**src/include/sac_pkg.sv**
```systemverilog
// Package for the sampled address capture block.
// Assumes one processor clock domain and 64-bit effective addresses.
package sac_pkg;
  // ----------------------------------------
  // Widths and bit positions
  // ----------------------------------------
  localparam int unsigned SAC_ADDR_W       = 64;
  localparam int unsigned SAC_SAMPLE_BIT   = 63;
  localparam int unsigned SAC_SAME_BIT     = 33;
  // ----------------------------------------
  // Reset values
  // ----------------------------------------
  localparam logic [SAC_ADDR_W-1:0] SAC_ADDR_RST = 64'h0;
  localparam logic                  SAC_BIT_RST  = 1'b0;
  // ----------------------------------------
  // Marking cycle states
  // ----------------------------------------
  typedef enum logic [3:0] {
    SAC_IDLE     = 4'b0001,
    SAC_INFLIGHT = 4'b0010,
    SAC_TRAPWAIT = 4'b0100,
    SAC_POSTTRAP = 4'b1000
  } sac_state_type;
endpackage

```
**src/include/sac_cap_if.sv**
```systemverilog
// Carrier between the top and its capture register module.
// Assumes both ends share the processor clock.
`timescale 1ns/10ps
`default_nettype none
interface sac_cap_if;
  import sac_pkg::*;
  logic                  load_instr;
  logic [SAC_ADDR_W-1:0] instr_addr;
  logic                  load_data;
  logic [SAC_ADDR_W-1:0] data_addr;
  logic                  clear_same;
  logic                  set_same;
  logic [SAC_ADDR_W-1:0] instr_q;
  logic [SAC_ADDR_W-1:0] data_q;
  logic                  same_q;
  modport ctrl (output load_instr, instr_addr, load_data, data_addr, clear_same, set_same,
                input instr_q, data_q, same_q);
  modport regs (input load_instr, instr_addr, load_data, data_addr, clear_same, set_same,
                output instr_q, data_q, same_q);
endinterface
`default_nettype wire

```
**src/sac_regs.sv**
```systemverilog
// Sampled address registers and the same-instruction bit.
// Assumes the controller gates all loads; reset already synchronised.
`timescale 1ns/10ps
`default_nettype none
module sac_regs (
  // Clock and reset
  input  wire logic sys_clk_i,
  input  wire logic rst_b_i,
  input  wire logic clk_en_i,
  // Controller side
  sac_cap_if.regs   cap
);
  import sac_pkg::*;
  typedef struct packed {
    logic [SAC_ADDR_W-1:0] instr;
    logic [SAC_ADDR_W-1:0] data;
    logic                  same;
  } sac_regs_type;
  sac_regs_type st_reg;
  sac_regs_type st_next;
  // ----------------------------------------
  // Next state
  // ----------------------------------------
  always_comb begin
    st_next = st_reg;
    if (cap.load_instr) begin
      st_next.instr = cap.instr_addr;
    end
    if (cap.load_data) begin
      st_next.data = cap.data_addr;
    end
    // Set beats clear when both land together
    if (cap.clear_same) begin
      st_next.same = 1'b0;
    end
    if (cap.set_same) begin
      st_next.same = 1'b1;
    end
  end
  // ----------------------------------------
  // Registers
  // ----------------------------------------
  always_ff @(posedge sys_clk_i or negedge rst_b_i) begin
    if (!rst_b_i) begin
      st_reg <= '{SAC_ADDR_RST, SAC_ADDR_RST, SAC_BIT_RST};
    end else if (clk_en_i) begin
      st_reg <= st_next;
    end
  end
  assign cap.instr_q = st_reg.instr;
  assign cap.data_q  = st_reg.data;
  assign cap.same_q  = st_reg.same;
endmodule
`default_nettype wire

```
**src/sac_top.sv**
```systemverilog
// Sampled address capture: mode select, marking cycle, freeze and exception raise.
// Assumes pipeline strobes are single-cycle pulses on the processor clock.
//
// Summary of operation
// Sampling mode when sample bit set and both trace enables clear.
// Software clears sample bit before enabling tracing; mixed setting undefined.
// Sampling cycles run even with no counter enabled.
// Sampling cycle starts at decode mark, ends at completion or flush.
// Exception condition: negative counter or time-base event, each when enabled.
// At exception, instruction register holds last sampled instruction address.
// Data register holds operand address of last sampled load/store.
// Without tracing, exception freezes registers and clears exception enable.
// Without tracing, registers update only while exception enable set.
// Enabled exception with interrupts on is taken, reporting same-instruction bit.
// Same bit one means both registers describe one instruction.
// Under tracing registers and same bit may change regardless of enable.
// Trace modes disable sampling; marked events follow trace marks.
// Single-step marks every instruction and forces single dispatch.
// Single-step marks at decode-to-issue transfer and clears same bit.
// Single-step loads instruction address at dispatch, operand via load/store.
// Trace-marked completion raises trace exception; flush after handler return.
// Between handler return and next dispatch registers keep last instruction.
// Branch trace marks each branch, loads instruction address at dispatch.
// After post-trap flush, next decoded branch is marked again.
// Reset clears sample bit and marking fields; marking starts disabled.
// While sampling and enabled, each new sampled instruction overwrites registers.
`timescale 1ns/10ps
`default_nettype none
module sac_top
  import sac_pkg::*;
(
  // Clock, reset, enable
  input  wire logic                           sys_clk_i,
  input  wire logic                           rst_b_i,
  input  wire logic                           clk_en_i,
  // Monitor control and machine state
  input  wire logic                           sample_bit_wr_i,
  input  wire logic                           sample_bit_val_i,
  input  wire logic                           pm_exception_enable_set_i,
  input  wire logic                           neg_exc_enable_i,
  input  wire logic                           tb_exc_enable_i,
  input  wire logic                           single_step_enable_i,
  input  wire logic                           branch_trace_enable_i,
  input  wire logic                           external_irq_enable_i,
  // Performance counter events
  input  wire logic                           counter_negative_i,
  input  wire logic                           time_base_event_i,
  // Decode unit
  input  wire logic                           decode_candidate_i,
  input  wire logic                           decode_is_branch_i,
  input  wire logic                           decode_xfer_i,
  input  wire logic [sac_pkg::SAC_ADDR_W-1:0] decode_addr_i,
  // Issue and completion
  input  wire logic                           dispatch_i,
  input  wire logic                           complete_i,
  input  wire logic                           flush_i,
  input  wire logic                           handler_return_i,
  // Load/store unit
  input  wire logic                           lsu_marked_op_i,
  input  wire logic [sac_pkg::SAC_ADDR_W-1:0] lsu_ea_i,
  // Marking and exception outputs
  output logic                                mark_o,
  output logic                                single_dispatch_o,
  output logic                                sampling_mode_o,
  output logic                                trace_mode_o,
  output logic                                pm_exception_enable_o,
  output logic                                sample_enable_o,
  output logic                                pm_exc_take_o,
  output logic                                trace_exc_o,
  output logic                                global_flush_o,
  output logic                                marked_event_o,
  // Sampled values
  output logic [sac_pkg::SAC_ADDR_W-1:0]      sampled_instr_addr_o,
  output logic [sac_pkg::SAC_ADDR_W-1:0]      sampled_data_addr_o,
  output logic                                save_restore_1_same_o
);
  import sac_pkg::*;
  // ----------------------------------------
  // Reset release
  // ----------------------------------------
  logic [1:0] rst_sync_reg;
  logic       rst_b;
  always_ff @(posedge sys_clk_i or negedge rst_b_i) begin
    if (!rst_b_i) begin
      rst_sync_reg <= 2'h0;
    end else begin
      rst_sync_reg <= {rst_sync_reg[0], 1'b1};
    end
  end
  assign rst_b = rst_sync_reg[1];
  // ----------------------------------------
  // State
  // ----------------------------------------
  typedef struct packed {
    sac_state_type state;
    logic          sample_en;
    logic          pm_exception_enable;
    logic          in_trace;
    logic          pend_addr_ld;
    logic          trap;
    logic          take;
    logic          flush;
    logic          mark;
    logic [SAC_ADDR_W-1:0] mark_addr;
  } sac_top_type;
  sac_top_type st_reg;
  sac_top_type st_next;
  sac_cap_if cap ();
  logic sampling;
  logic tracing;
  logic pm_cond;
  logic can_update;
  logic mark_now;
  assign tracing  = single_step_enable_i | branch_trace_enable_i;
  assign sampling = st_reg.sample_en & ~tracing;
  assign pm_cond  = (counter_negative_i & neg_exc_enable_i) | (time_base_event_i & tb_exc_enable_i);
  // Frozen outside tracing unless enable is set; tracing ignores it
  assign can_update = tracing | st_reg.pm_exception_enable;
  // ----------------------------------------
  // Next state
  // ----------------------------------------
  always_comb begin
    st_next      = st_reg;
    st_next.trap = 1'b0;
    st_next.take = 1'b0;
    st_next.flush = 1'b0;
    st_next.mark = 1'b0;
    mark_now     = 1'b0;
    if (sample_bit_wr_i) begin
      st_next.sample_en = sample_bit_val_i;
    end
    case (st_reg.state)
      SAC_IDLE: begin
        if (decode_xfer_i) begin
          if (single_step_enable_i) begin
            mark_now = 1'b1;
          end else if (branch_trace_enable_i) begin
            mark_now = decode_is_branch_i;
          end else if (sampling) begin
            mark_now = decode_candidate_i;
          end
        end
        if (mark_now) begin
          st_next.state     = SAC_INFLIGHT;
          st_next.mark      = 1'b1;
          st_next.in_trace  = tracing;
          st_next.mark_addr = decode_addr_i;
          st_next.pend_addr_ld = 1'b1;
        end
      end
      SAC_INFLIGHT: begin
        if (flush_i) begin
          st_next.state = SAC_IDLE;
        end else if (complete_i) begin
          if (st_reg.in_trace) begin
            st_next.trap  = 1'b1;
            st_next.state = SAC_TRAPWAIT;
          end else begin
            st_next.state = SAC_IDLE;
          end
        end
        if (dispatch_i) begin
          st_next.pend_addr_ld = 1'b0;
        end
      end
      SAC_TRAPWAIT: begin
        // Registers hold the completed instruction until next dispatch
        if (handler_return_i) begin
          st_next.flush = 1'b1;
          st_next.state = SAC_POSTTRAP;
        end
      end
      SAC_POSTTRAP: begin
        st_next.state = SAC_IDLE;
      end
      default: begin
        st_next.state = SAC_IDLE;
      end
    endcase
    // Outside tracing, freeze and clear enable on exception; software set wins after
    if (pm_cond & st_reg.pm_exception_enable & ~tracing) begin
      st_next.pm_exception_enable = 1'b0;
      st_next.take = external_irq_enable_i;
    end else if (pm_cond & st_reg.pm_exception_enable) begin
      st_next.take = external_irq_enable_i;
    end
    if (pm_exception_enable_set_i) begin
      st_next.pm_exception_enable = 1'b1;
    end
  end
  // Loads into capture registers
  assign cap.load_instr = dispatch_i & st_reg.pend_addr_ld & (st_reg.state == SAC_INFLIGHT)
                          & can_update & ~(pm_cond & ~tracing);
  assign cap.instr_addr = st_reg.mark_addr;
  assign cap.load_data  = lsu_marked_op_i & (st_reg.state == SAC_INFLIGHT)
                          & can_update & ~(pm_cond & ~tracing)
                          & ~(branch_trace_enable_i & ~single_step_enable_i);
  assign cap.data_addr  = lsu_ea_i;
  assign cap.clear_same = st_next.mark & can_update;
  assign cap.set_same   = cap.load_data;
  sac_regs u_regs (
    .sys_clk_i (sys_clk_i),
    .rst_b_i   (rst_b),
    .clk_en_i  (clk_en_i),
    .cap       (cap)
  );
  // ----------------------------------------
  // Registers
  // ----------------------------------------
  always_ff @(posedge sys_clk_i or negedge rst_b) begin
    if (!rst_b) begin
      st_reg.state        <= SAC_IDLE;
      st_reg.sample_en    <= SAC_BIT_RST;
      st_reg.pm_exception_enable         <= SAC_BIT_RST;
      st_reg.in_trace     <= 1'b0;
      st_reg.pend_addr_ld <= 1'b0;
      st_reg.trap         <= 1'b0;
      st_reg.take         <= 1'b0;
      st_reg.flush        <= 1'b0;
      st_reg.mark         <= 1'b0;
      st_reg.mark_addr    <= SAC_ADDR_RST;
    end else if (clk_en_i) begin
      st_reg <= st_next;
    end
  end
  // ----------------------------------------
  // Outputs
  // ----------------------------------------
  assign mark_o                = st_reg.mark;
  assign marked_event_o        = st_reg.mark;
  assign single_dispatch_o     = single_step_enable_i;
  assign sampling_mode_o       = sampling;
  assign trace_mode_o          = tracing;
  assign pm_exception_enable_o = st_reg.pm_exception_enable;
  assign sample_enable_o       = st_reg.sample_en;
  assign pm_exc_take_o         = st_reg.take;
  assign trace_exc_o           = st_reg.trap;
  assign global_flush_o        = st_reg.flush;
  assign sampled_instr_addr_o  = cap.instr_q;
  assign sampled_data_addr_o   = cap.data_q;
  assign save_restore_1_same_o = cap.same_q;
endmodule
`default_nettype wire

```
**config.mk**
```make
export PLATFORM = sky130hd
export DESIGN_NAME = sac_top
export DESIGN_NICKNAME = d
export VERILOG_FILES = /design/src/include/sac_pkg.sv /design/src/include/sac_cap_if.sv /design/src/sac_regs.sv /design/src/sac_top.sv
export SDC_FILE = /design/constraint.sdc
export NUM_CORES = 1
export LEC_CHECK = 0
export BUFFER_PORTS_ARGS = -buffer_cell sky130_fd_sc_hd__buf_2
export CAP_MARGIN = 0
export CORE_MARGIN = 1
export CORE_UTILIZATION = 55
export CTS_BUF_LIST = sky130_fd_sc_hd__clkbuf_4
export DETAILED_ROUTE_END_ITERATION = 8
export GPL_ROUTABILITY_DRIVEN = 0
export PLACE_DENSITY = 0.95
export SLEW_MARGIN = 20
export SYNTH_ARGS = -nofsm -noshare
export SYNTH_HDL_FRONTEND = slang
export SYNTH_SLANG_ARGS = --single-unit
export TNS_END_PERCENT = 20
```
**constraint.sdc**
```tcl
create_clock -name sys_clk_i -period 10.45 [get_ports sys_clk_i]
set_clock_uncertainty 0.05 [all_clocks]
set_input_delay 0.5225 -clock sys_clk_i [delete_from_list [all_inputs] [get_ports sys_clk_i]]
set_output_delay 0.5225 -clock sys_clk_i [all_outputs]
set_load 0.02 [all_outputs]
```
# Word-level counts from Yosys, hierarchy flattened
# Cells that the tools add are included.
[totals]
register_bits = 207
out_inout_bits = 139
[classes]
muxes = 28
n_bitwise = 23
n_reduce_logical = 11
eq_ne = 7
[ops]
columns = ["cell", "n"]
rows = [
  ["$mux 65", 2],
  ["$mux 1", 19],
  ["$and 1x1->1", 16],
  ["$mux 4", 4],
  ["$pmux 4 s3", 1],
  ["$reduce_and 2->1", 5],
  ["$reduce_and 4->1", 2],
  ["$ne 2x2->1 const B", 3],
  ["$reduce_bool 2->1", 3],
  ["$eq 4x1->1 const B", 1],
  ["$eq 4x2->1 const B", 1],
  ["$eq 4x3->1 const B", 1],
  ["$not 1->1", 4],
  ["$mux 3", 1],
  ["$ne 3x3->1 const B", 1],
  ["$or 1x1->1", 3],
  ["$reduce_and 3->1", 1],
  ["$pmux 1 s2", 1],
]

# Logic depth before layout (Yosys ltp)
[logic_depth]
ltp_word = 13
mapped_depth = 6

# By module
# A second synthesis with hierarchy kept.
[unflattened]
hier_cells = 475
hier_area_um2 = 7933.9
[by_module_without_submodules]
columns = ["module", "cells_each", "instances", "area_per_inst_um2"]
rows = [
  ["sac_regs", 273, 1, 4860.9],
  ["sac_top", 202, 1, 3072.9],
]

# Worst setup path before layout
# No wires, ideal clock.
[synth_path]
kind = "register to register"
startpoint = "register st_reg[72] (netlist bit)"
endpoint = "register st_reg, in the netlist cap.instr_addr[0]"
slack_ps = 8310
n_path_buf = 1
path_stages_with_launch = 5
t_required_ps = 10275
arrival_time_ps = 1966
synth_period_minus_slack_ps = 2140
setup_ps = 125
cell_sequence = "dfstp_2 or4b_4 a211oi_4 buf_6 mux2_2"
[synth_between]
elab_chain_len = 2
[synth_rtl]
columns = ["element", "line", "text"]
rows = [
  ["start, declared", "sac_top.sv:106", "sac_top_type st_reg;"],
  ["start signal, assigned", "sac_top.sv:223", "st_reg <= st_next;"],
  ["$eq 4x1->1", "sac_top.sv:132", "case (st_reg.state)"],
  ["$reduce_and 3->1 (no source line)", "n/a", ""],
]
# No other way between the ends.
# A chain may end at the register's enable or synchronous reset.

# Worst setup path in the final report
[layout_path]
startpoint = "register st_reg[72] (netlist bit)"
endpoint = "register st_reg, in the netlist cap.instr_addr[45]"
# Same word-level chain as after synthesis.

==> results by group <==
Synth
  – Top-count cell post-synth: dfrtp_1
  – Mapped Area: 7840 sq um
  – Synth Area in Compound Gates: 2.19%
  – Post-synthesis simple-gate area fraction: 1.53%
  – XOR/XNOR Fraction of Synth Area: 0%
  – Post-synth cell types: 34
  – Largest family of logic cells by synthesized area: multiplexers
  – #FFs+latches synth: 207
  – Mux contribution to synthesized area: 27.7%
  – Ys Warns: 0
  – Synth top cells by count: 206 x dfrtp_1, 193 x mux2_2, 13 x buf_2
  – EDFF count, synth: 0
  – Syn avg cell area: 16.6 sq um
  – FFs w/ async S/R, synth: 100%
  – Largest cells by area after synthesis: dfrtp_1 66%, mux2_2 28%, buf_6 1.0%, buf_2 0.83%, dfstp_2 0.34%
  – Cells after Synth: 473
  – Yosys top cell by area: dfrtp_1
  – Net Count, Synth: 622
  – Synth Flop Type: dfrtp_1
  – Yosys top cell area share: 65.8%
  – Adder-cell share of the synthesized area: 0%
  – Seq/Total Area, Yosys: 66.1%

Setup path
  – Launching point of the worst reg2reg path: st_reg[72]
  – Required time of the worst setup path: 10.88 ns
  – Reg2Reg Setup Slack: 7.72 ns
  – Crit-path slowest cell: buf_4
  – CP arrival: 3.16 ns
  – Capture point of the worst reg-to-reg path: cap.instr_addr[45]
  – Reg2reg path depth: 4
  – CP endpoint kind: flop
  – Setup Crit Path Kind: flop to flop
  – Worst-path cell chain: or4b_4 > a211oi_4 > buf_4 > mux2_2
  – Max FO, Critical Path: 70
  – Crit path buffers/inverters: 1
  – Startpoint Class: flop
  – Peak per-stage delay on the critical path: 0.73 ns
  – Cell family with most CP delay: buffers and inverters

Timing
  – Final period util: 26.1%
  – Slew Viols, Final: 0
  – Rel. slew slack: 36.2%
  – Final Hold Viols: 0
  – Minimum clock period: 2.73 ns
  – Worst Tran Pin Value: 0.957 ns
  – Setup tns final: 0 ns
  – RSZ-0062 raised after global routing: no
  – # setup viols final: 0
  – Achievable Freq: 366 MHz

CTS
  – Sink Count: 207
  – CTS tree: yes
  – Clock Latency Late Sink: 0.62 ns
  – CTS max path bufs: 3
  – Num CTS Buffers: 52
  – Clock root buffer: clkbuf_4
  – Maximum level of the CTS H-tree: 2
  – CTS clk-pin slew, worst paths: 0.08 ns

Power
  – Reg power frac: 46.3%
  – Sw Ratio: 33.3%
  – NetSw: 0.914 mW
  – Logic pwr share: 30.0%
  – Internal power: 1.83 mW
  – Leak pwr: 5.37 nW
  – Pwr per Cell Area: 273 nW/um^2
  – Worst VDD drop: 0.000178 V
  – Clk network pwr share: 23.7%

Die
  – Die Span X: 121 microns
  – Row count: 43
  – Area of the core: 13900 sq um
  – Num ports: 288
  – Die H: 121 microns
  – Initial Util: 56.5%
  – Die footprint: 14700 sq um

Detailed routing
  – Vias: 5300
  – WL/cell: 17.5 microns
  – Vias per std cell: 5.21
  – Drc violations: 0
  – DR iter-0 viols: 266
  – WL final: 17.8 mm
  – Antenna viol nets, final: 0
  – Drt pass-1 iters: 4

Finish
  – Layout cells sized above 1: 68.8%
  – Final Util: 72.6%
  – Nets: 948
  – # fillers: 854
  – Multi-input logic area: 2480 sq um
  – FF/Latch Area: 5180 sq um
  – Area grow syn2layout: 28.6%
  – Final instance area: 10100 sq um

GRT
  – GR Util All Layers: 24.4%
  – Largest net degree at the start of global routing: 83
  – Initial antenna violation count: 0
  – First-pass GRT wire length: 28.0 mm
  – Global route total overflow: 0
  – Vias in the first global route: 5804

Run
  – Max Cap Viol: 0

Hold path
  – Worst hold endpoint: u_regs.cap.data_q[10]
  – WHS Path Cells: 2
  – Type of the worst min-delay path: primary input to flop
  – Startpoint of the worst hold path: lsu_ea_i[10]

Run status
  – Status: finished clean

Placed design
  – Port Buffers: 287
  – Placed cell area: 9390 sq um
  – Detail Placement HPWL: 12.1 mm
[power groups by stage]
| stage | clock, mW | combinational [mW] | sequential [mW] |
|---|---|---|---|
| 2_1_floorplan | 0 | 0.325 | 1.47 |
| 3_3_place_gp | 0 | 0.790 | 1.25 |
| 3_5_place_dp | 0 | 0.827 | 1.28 |
| 4_1_cts | 0.669 | 0.832 | 1.27 |
| 5_1_grt | 0.711 | 0.877 | 1.31 |
| 6_report | 0.652 | 0.825 | 1.27 |
[worst max-delay path by stage]
stage | startpoint | to | slack (ns) | cells after the start
after floorplan | rst_sync_reg[1] | cap.instr_addr[0] | 4.21 | 0
after global placement | counter_negative_i | u_regs.cap.data_q[1] | 7.82 | 6
after detailed placement | counter_negative_i | u_regs.cap.data_q[47] | 7.67 | 6
after CTS | st_reg[72] | cap.instr_addr[1] | 7.75 | 4
after global routing | st_reg[75] | u_regs.cap.data_q[38] | 7.55 | 5
final | st_reg[72] | cap.instr_addr[45] | 7.72 | 4
[per-layer routing]
metal	vias to the layer above	global-route usage [%]	share of wire, %
met2	217	41.6	52
met5	-	0	0
met3	46	7.10	6.0
met1	2671	28.7	39
li1	2366	-	-
met4	0	10.2	2.8
[through the flow]
step / hold WS (ns) / power [mW] / setup WS (ns) / cells
finish: 0.0764 / 2.75 / 7.72 / 1018
global route: 0.0297 / 2.90 / 7.55 / 1017
CTS: 0.0278 / 2.77 / 7.75 / 1016
detailed placement: 0.265 / 2.11 / 7.67 / 922
global placement: 0.259 / 2.04 / 7.82 / 922
floorplan: 0.177 / 1.80 / 4.21 / 473
[kinds of logic after synthesis]
family,after synthesis
AOI/OAI and AO/OA,23
other,1
muxes,193
and+or+nand+nor,19
DFF,207
buffers and inverters,30
[cells in the final DEF, fill, tap and decap left out, types with 4 or more instances in the layout]
cell and instances:
a21oi_1 4, buf_2 287, buf_4 4, clkbuf_4 78
clkinv_1 10, dfrtp_1 205, inv_1 7, mux2_2 193
nand3_1 4
[what timing repair did]
| action | 4_1_cts | 5_1_grt |
|---|---|---|
| resized for setup | 0 | 0 |
| hold buffers | 2 | 0 |
| setup buffers | 0 | 0 |
| endpoints found under the hold margin | 3 | 0 |
[area by class of cell]
| cell class | count | share of cell area, % |
|---|---|---|
| antenna | 1 | 0.0248 |
| clock inverter | 14 | 0.546 |
| clock buffer | 78 | 5.81 |
| multi-input combinational | 236 | 24.6 |
| timing repair buffer | 295 | 15.1 |
| sequential | 207 | 51.4 |
| tap | 180 | 2.23 |
| inverter | 7 | 0.261 |
[worst reg2reg max path, cell delays in order (launching register included)]
cell and delay (ns):
dfstp_2 0.57, or4b_4 0.51, a211oi_4 0.23, buf_4 0.73
mux2_2 0.51
Power figures use the tool's default switching activity.
